## src/include/awdg_pkg.sv

```systemverilog
// Package of constants for the self-clocked watchdog block
// Behaviour
// - Writing 1 to refresh clears the timeout counter; writing 0 does nothing.
// - Refresh bit is write-only and always reads back as 0.
// - Timeout with reset-enable set asserts reset output; with enable clear, none.
// - Reset-enable is readable and can be set once per reset, never cleared.
// - Rate bit 1 selects 10 ms period, 0 selects 20 ms; read/write.
// - Reset clears enable, rate and refresh; watchdog starts disabled, slow rate.
// - Watchdog counts and resets only in RUN mode.
// - Counting stops in STOP mode and resumes on return to RUN.
// - With reset-enable clear the counter is held at zero and idle.
package awdg_pkg;
  localparam logic [7:0] AWDG_CTRL_IDX = 8'h0A;
  localparam logic [11:0] AWDG_CTRL_ADDR = {AWDG_CTRL_IDX, 4'h0} >> 2;
  localparam int AWDG_REFRESH_BIT = 5;
  localparam int AWDG_ENABLE_BIT = 4;
  localparam int AWDG_RATE_BIT = 0;
  localparam logic [7:0] AWDG_CTRL_RESET = 8'h00;
  localparam int AWDG_CLK_HZ = 40000000;
  localparam int AWDG_FAST_MS = 10;
  localparam int AWDG_SLOW_MS = 20;
  localparam int AWDG_FAST_CYC = AWDG_CLK_HZ / 1000 * AWDG_FAST_MS;
  localparam int AWDG_SLOW_CYC = AWDG_CLK_HZ / 1000 * AWDG_SLOW_MS;
  localparam int AWDG_CNT_W = 24;
endpackage : awdg_pkg

```

## src/core/awdg_top.sv

```systemverilog
// Self-clocked watchdog with APB control register
`timescale 1ns/10ps
module awdg_top #(
  parameter int FAST_CYC = awdg_pkg::AWDG_FAST_CYC,
  parameter int SLOW_CYC = awdg_pkg::AWDG_SLOW_CYC
) (
  input wire logic CLK,
  input wire logic SYS_RST,
  input wire logic PSEL,
  input wire logic PENABLE,
  input wire logic PWRITE,
  input wire logic [11:0] PADDR,
  input wire logic [31:0] PWDATA,
  output logic [31:0] PRDATA,
  output logic PREADY,
  output logic PSLVERR,
  input wire logic RUN_MODE,
  output logic WDOG_RESET
);
  localparam int CW = awdg_pkg::AWDG_CNT_W;
  logic run_meta_reg;
  logic run_reg;
  logic enable_reg;
  logic rate_reg;
  logic [CW-1:0] count_reg;
  logic [CW-1:0] end_val;
  logic wr_ctrl;
  logic rd_ctrl;
  logic refresh;
  logic expired;

  ////////////////////////////////////////////////////////////////////////////
  // Bus decode: zero-wait slave, unmapped access gives error
  assign PREADY = 1'b1;
  assign wr_ctrl = PSEL && PENABLE && PWRITE && (PADDR == awdg_pkg::AWDG_CTRL_ADDR);
  assign rd_ctrl = PSEL && !PWRITE && (PADDR == awdg_pkg::AWDG_CTRL_ADDR);
  assign PSLVERR = PSEL && PENABLE && (PADDR != awdg_pkg::AWDG_CTRL_ADDR);
  assign refresh = wr_ctrl && PWDATA[awdg_pkg::AWDG_REFRESH_BIT];

  always_ff @(posedge CLK) begin
    if (SYS_RST) begin
      PRDATA <= 32'h0000_0000;
    end else if (PSEL && !PWRITE && !PENABLE) begin
      // Refresh and spare bits read zero; unmapped reads zero
      PRDATA <= rd_ctrl ? {27'h0, enable_reg, 3'h0, rate_reg} : 32'h0000_0000;
    end
  end

  ////////////////////////////////////////////////////////////////////////////
  // Run mode pin synchroniser
  always_ff @(posedge CLK) begin
    if (SYS_RST) begin
      run_meta_reg <= 1'b0;
      run_reg <= 1'b0;
    end else begin
      run_meta_reg <= RUN_MODE;
      run_reg <= run_meta_reg;
    end
  end

  ////////////////////////////////////////////////////////////////////////////
  // Control fields
  always_ff @(posedge CLK) begin
    if (SYS_RST) begin
      enable_reg <= 1'b0;
    end else if (wr_ctrl && PWDATA[awdg_pkg::AWDG_ENABLE_BIT]) begin
      enable_reg <= 1'b1;
    end
  end

  always_ff @(posedge CLK) begin
    if (SYS_RST) begin
      rate_reg <= 1'b0;
    end else if (wr_ctrl) begin
      rate_reg <= PWDATA[awdg_pkg::AWDG_RATE_BIT];
    end
  end

  ////////////////////////////////////////////////////////////////////////////
  // Timeout counter
  assign end_val = rate_reg ? CW'(FAST_CYC - 1) : CW'(SLOW_CYC - 1);
  assign expired = enable_reg && run_reg && (count_reg >= end_val);

  always_ff @(posedge CLK) begin
    if (SYS_RST || !enable_reg) begin
      count_reg <= '0;
    end else if (refresh || expired) begin
      count_reg <= '0;
    end else if (run_reg) begin
      count_reg <= count_reg + 1'b1;
    end
  end

  always_ff @(posedge CLK) begin
    if (SYS_RST) begin
      WDOG_RESET <= 1'b0;
    end else begin
      WDOG_RESET <= expired;
    end
  end
endmodule : awdg_top

```

## config.mk

```make
export PLATFORM = sky130hd
export DESIGN_NAME = awdg_top
export DESIGN_NICKNAME = d
export VERILOG_FILES = /design/src/include/awdg_pkg.sv /design/src/core/awdg_top.sv
export SDC_FILE = /design/constraint.sdc
export NUM_CORES = 1
export LEC_CHECK = 0
export ABC_AREA = 1
export BUFFER_PORTS_ARGS = -buffer_cell sky130_fd_sc_hd__buf_2
export CAP_MARGIN = 5
export CELL_PAD_IN_SITES_DETAIL_PLACEMENT = 1
export CELL_PAD_IN_SITES_GLOBAL_PLACEMENT = 1
export CORE_UTILIZATION = 33
export CTS_CLUSTER_SIZE = 24
export DETAILED_ROUTE_END_ITERATION = 10
export PLACE_DENSITY = 0.81
export SLEW_MARGIN = 20
export SYNTH_ARGS = -nofsm -noshare
export SYNTH_HDL_FRONTEND = slang
export SYNTH_SLANG_ARGS = --single-unit
```

## constraint.sdc

```tcl
create_clock -name CLK -period 2 [get_ports CLK]
set_input_delay 0.2 -clock CLK [delete_from_list [all_inputs] [get_ports CLK]]
set_output_delay 0.2 -clock CLK [all_outputs]
set_load 0.02 [all_outputs]
```

After elaboration in Yosys (flattened, before gate mapping)
Cells that the tools add are included.
Storage, ports and cells
  bits in registers: 61
  latch bits: 0
  memory bits (writable): 0
  memory bits (read-only): 0
  bits of input ports: 50
  word-level logic and storage cells: 30
  memories kept: 0
Cells by class
  add/sub/neg operators: 1
  multipliers: 0
  divide/modulo/power cells: 0
  order comparisons: 1
  eq/ne operators: 2
  shift-type cells: 0
  mux-type cells: 2
  bitwise logic cells: 0
  reductions and logical operators: 17
Operator list (count)
  $add A24 B1 Y24 const B: 1
  $ge A24 B20 Y1: 1
  $mux W20: 1
  $eq A12 B6 Y1 const B: 1
  $ne A12 B6 Y1 const B: 1
  $logic_and A1 B1 Y1: 11
  $mux W5: 1
  $logic_not A1 Y1: 3
  $logic_or A1 B1 Y1: 2
  $reduce_or A2 Y1: 1

Longest topological paths before layout
  depth in word-level cells: 6
  mapped depth: 14

Worst setup path after synthesis
No wires, ideal clock.
  kind: reg-to-reg
  start: register rate_reg
  end: register count_reg[16]
  library setup time: 0.064 ns
  arrival: 1.574 ns
  path slack: 0.362 ns
  cell stages (with the launch flop): 11
  path buffers: 1
  clock period less this slack: 1.638 ns
  cells stage by stage: dfxtp_1 > inv_1 > ha_1 > a21oi_1 > nor2_1 > nor3_1 > nand3_1 > nand2_1 > nand2_2 > buf_4 > nor2_1
Between the ends
  word-level cells in the longest chain between the ends: 5
RTL lines
  start, declared: line awdg_top.sv:24  | logic rate_reg;
  start signal, assigned: line awdg_top.sv:75  | rate_reg <= PWDATA[awdg_pkg::AWDG_RATE_BIT];
  $mux W20: line awdg_top.sv:81  | assign end_val = rate_reg ? CW'(FAST_CYC - 1) : CW'(SLOW_CYC - 1);
  $ge A24 B20 Y1: line awdg_top.sv:82  | assign expired = enable_reg && run_reg && (count_reg >= end_val);
  $logic_and A1 B1 Y1: line awdg_top.sv:82
  $logic_or A1 B1 Y1: line awdg_top.sv:87  | end else if (refresh || expired) begin
  $reduce_or A2 Y1 (no source line)
  end signal, assigned: line awdg_top.sv:90  | count_reg <= count_reg + 1'b1;
  end, declared: line awdg_top.sv:25  | logic [CW-1:0] count_reg;
No other way between the ends.
A chain may end at the register's enable or synchronous reset.

Worst setup path in the final report
  start: register rate_reg
  end: register count_reg[11]
Same word-level chain as after synthesis.

==> metrics.txt <==
status finished clean; total track usage 16.0%; final worst slack 253 ps; Final nets 390; PortBufs 24; antenna cells 0; clk slew on worst S/H paths 60 ps; DRC 0; worst path buffer plus inverter count 2; CORE AREA 0.00599 mm2; H-tree depth 2; CTS tree done; Finished Layout Cells 408; commonest non-fill, non-tap cell in the layout nand2_1; Critical Path AT 1920 ps; Cells after DPL 400; number of global-route vias before repair 1,794; CTS Hold Bufs 0; Post-Place Setup Slack 246 ps; CP top delay family simple AND/OR/NAND/NOR gates; share of layout cells above drive strength 1 15.0%; max-cap violation count 0; Hold Path Class input port to register; Worst Hold Slack 126 ps; Crit path required time 2180 ps; hpwl dp 3.66 mm; initial antenna violation count 0; largest net degree at the start of global routing 25; first-pass GRT wire length 7.99 mm; setup tns final 0 ps; endpoints failing setup 0; die width 81.1 um; max reg flops 24; Final Skew 4.81 ps; Final Max Slew Viols 0; Synth Warn # 0; CP startpoint kind register; routability congestion estimate from global placement 0.782; total power draw 1260 uW; RSZ-0062 raised after global routing no; post-synthesis register bit count 31; Fmax 0.573 GHz; critical setup path kind register to register; total grt overflow 0; final wirelength 4.64 mm; Hold Crit Start RUN_MODE; area delta synth->final 10.5%; reg-to-reg critical path endpoint count_reg[11]; worst r2r path cells 10; Die ar. 0.00658 mm2; CP Cell Sequence buf_4, ha_1, nand4_1, nor2_1, nand3_1, nand3_1, nand2_1, nand2_2, buf_12, nor2_1; Setup Fix Bufs, Post-CTS 0; Period minus WS final 1750 ps; First DRT Iteration DRCs 64; LEAKAGE 0.00104 uW; Setup crit end kind register; Clock Latency Late Sink 290 ps; r2r setup slk 250 ps; Routed Antenna Nets 0; crit share post-route 87.3%; cells after synthesis 301; PD cells 551 mW/mm2; most frequent cells in the layout 61 x nand2_1, 48 x nor2_1, 40 x inv_1; number of distinct library cells after synthesis 24; vias 1,807; clk sinks 31; Hold EP run_meta_reg; Initial Utilization 34.5%; I/O pin cnt 85; Cell Area, Synth 0.00207 mm2; Max FO, Critical Path 24; CP peak stage delay 310 ps; DR pass1 iterations 4; drt wl/cell 11.4 um; Synth Area per Inst 6.87 um2; maximum clock path buffer count 2; FF-to-FF Start rate_reg; Die Ht 81.1 um; Slowest-stage cell, CP dfxtp_1; Post-CTS Resized 0; Hold Vio Cnt, Final 0; CTS root buf clkbuf_8; Num CTS Buffers 5; hold path cells 3; Worst IR Drop VDD 0.326 mV; via/cell ratio 4.43; sequential area share after synthesis 30.0%; Row Count 28
report_power, final:
group / internal (uW) / switching (uW) / total, uW
logic: 21.1 / 70.5 / 91.6
clock network: 314 / 234 / 547
registers: 619 / 1.49 / 621
total: 954 / 306 / 1260
synth_stat cells:
master	instances	share of area, %
a21oi_1	4	0.97
and2_1	1	0.30
buf_4	34	12
conb_1	2	0.36
dfxtp_1	31	30
ha_1	8	4.8
inv_1	40	7.3
mux2i_1	1	0.48
nand2_1	61	11
nand2_2	3	0.91
nand3_1	24	5.8
nand4_1	7	2.1
nand4_4	1	1.0
nor2_1	48	8.7
nor2_2	5	1.5
nor2_4	2	1.1
nor3_1	6	1.5
nor3_2	2	0.97
nor3_4	1	0.79
nor4_1	1	0.30
o21a_1	1	0.36
o21ai_0	2	0.48
xnor2_1	4	1.7
xor2_1	12	5.1
worst register-to-register path, delay by kind of cell, from the launching register on:
kind | cells | cell delay (ps)
AND/OR/NAND/NOR | 7 | 700
flip-flops | 1 | 310
adder cells (fa/ha/maj) | 1 | 310
buffers and inverters | 2 | 330
cell families (layout without fill, tap and decap cells):
kind of cell / after synthesis / after routing / synth area share (%)
muxes: 1 / 1 / 0.484
and+or+nand+nor: 162 / 162 / 36.1
DFF: 31 / 31 / 30.0
adders and majority gates: 8 / 8 / 4.84
buffers and inverters: 74 / 77 / 19.6
other: 2 / 31 / 0.363
xor gates and xnor gates: 16 / 16 / 6.78
AOI/OAI and AO/OA: 7 / 7 / 1.82
per-layer routing:
layer	wire length, um	GRT usage (%)	part of all wire, %	up-vias
li1	-	-	-	931
met1	2050	18.0	44	835
met2	2350	29.4	51	31
met3	133	3.03	2.9	10
met4	100	6.43	2.2	0
met5	0	0	0	-
worst max path at each step:
stage	startpoint	to	cells after the start	slack, ps
after global routing	rate_reg	count_reg[14]	12	50
after global placement	rate_reg	count_reg[2]	10	310
after detailed placement	rate_reg	count_reg[11]	10	250
final	rate_reg	count_reg[11]	10	250
after CTS	rate_reg	count_reg[11]	10	240
after floorplan	rate_reg	count_reg[16]	10	360
stage by stage:
stage	utilization, %	area [um2]
3_3_place_gp	36.5	2180
5_1_grt	38.1	2280
3_5_place_dp	36.5	2180
2_1_floorplan	-	2180
4_1_cts	38.1	2280
6_report	38.1	2280
layout make-up:
type	instances	area [um2]
flip-flops and latches	31	621
clock buffers	8	100
well taps	75	93.8
fillers	795	3710
repair buffers	29	170
inverters	40	150
multi-input cells	225	1150
Note: power is estimated with default switching activity, not from simulation.
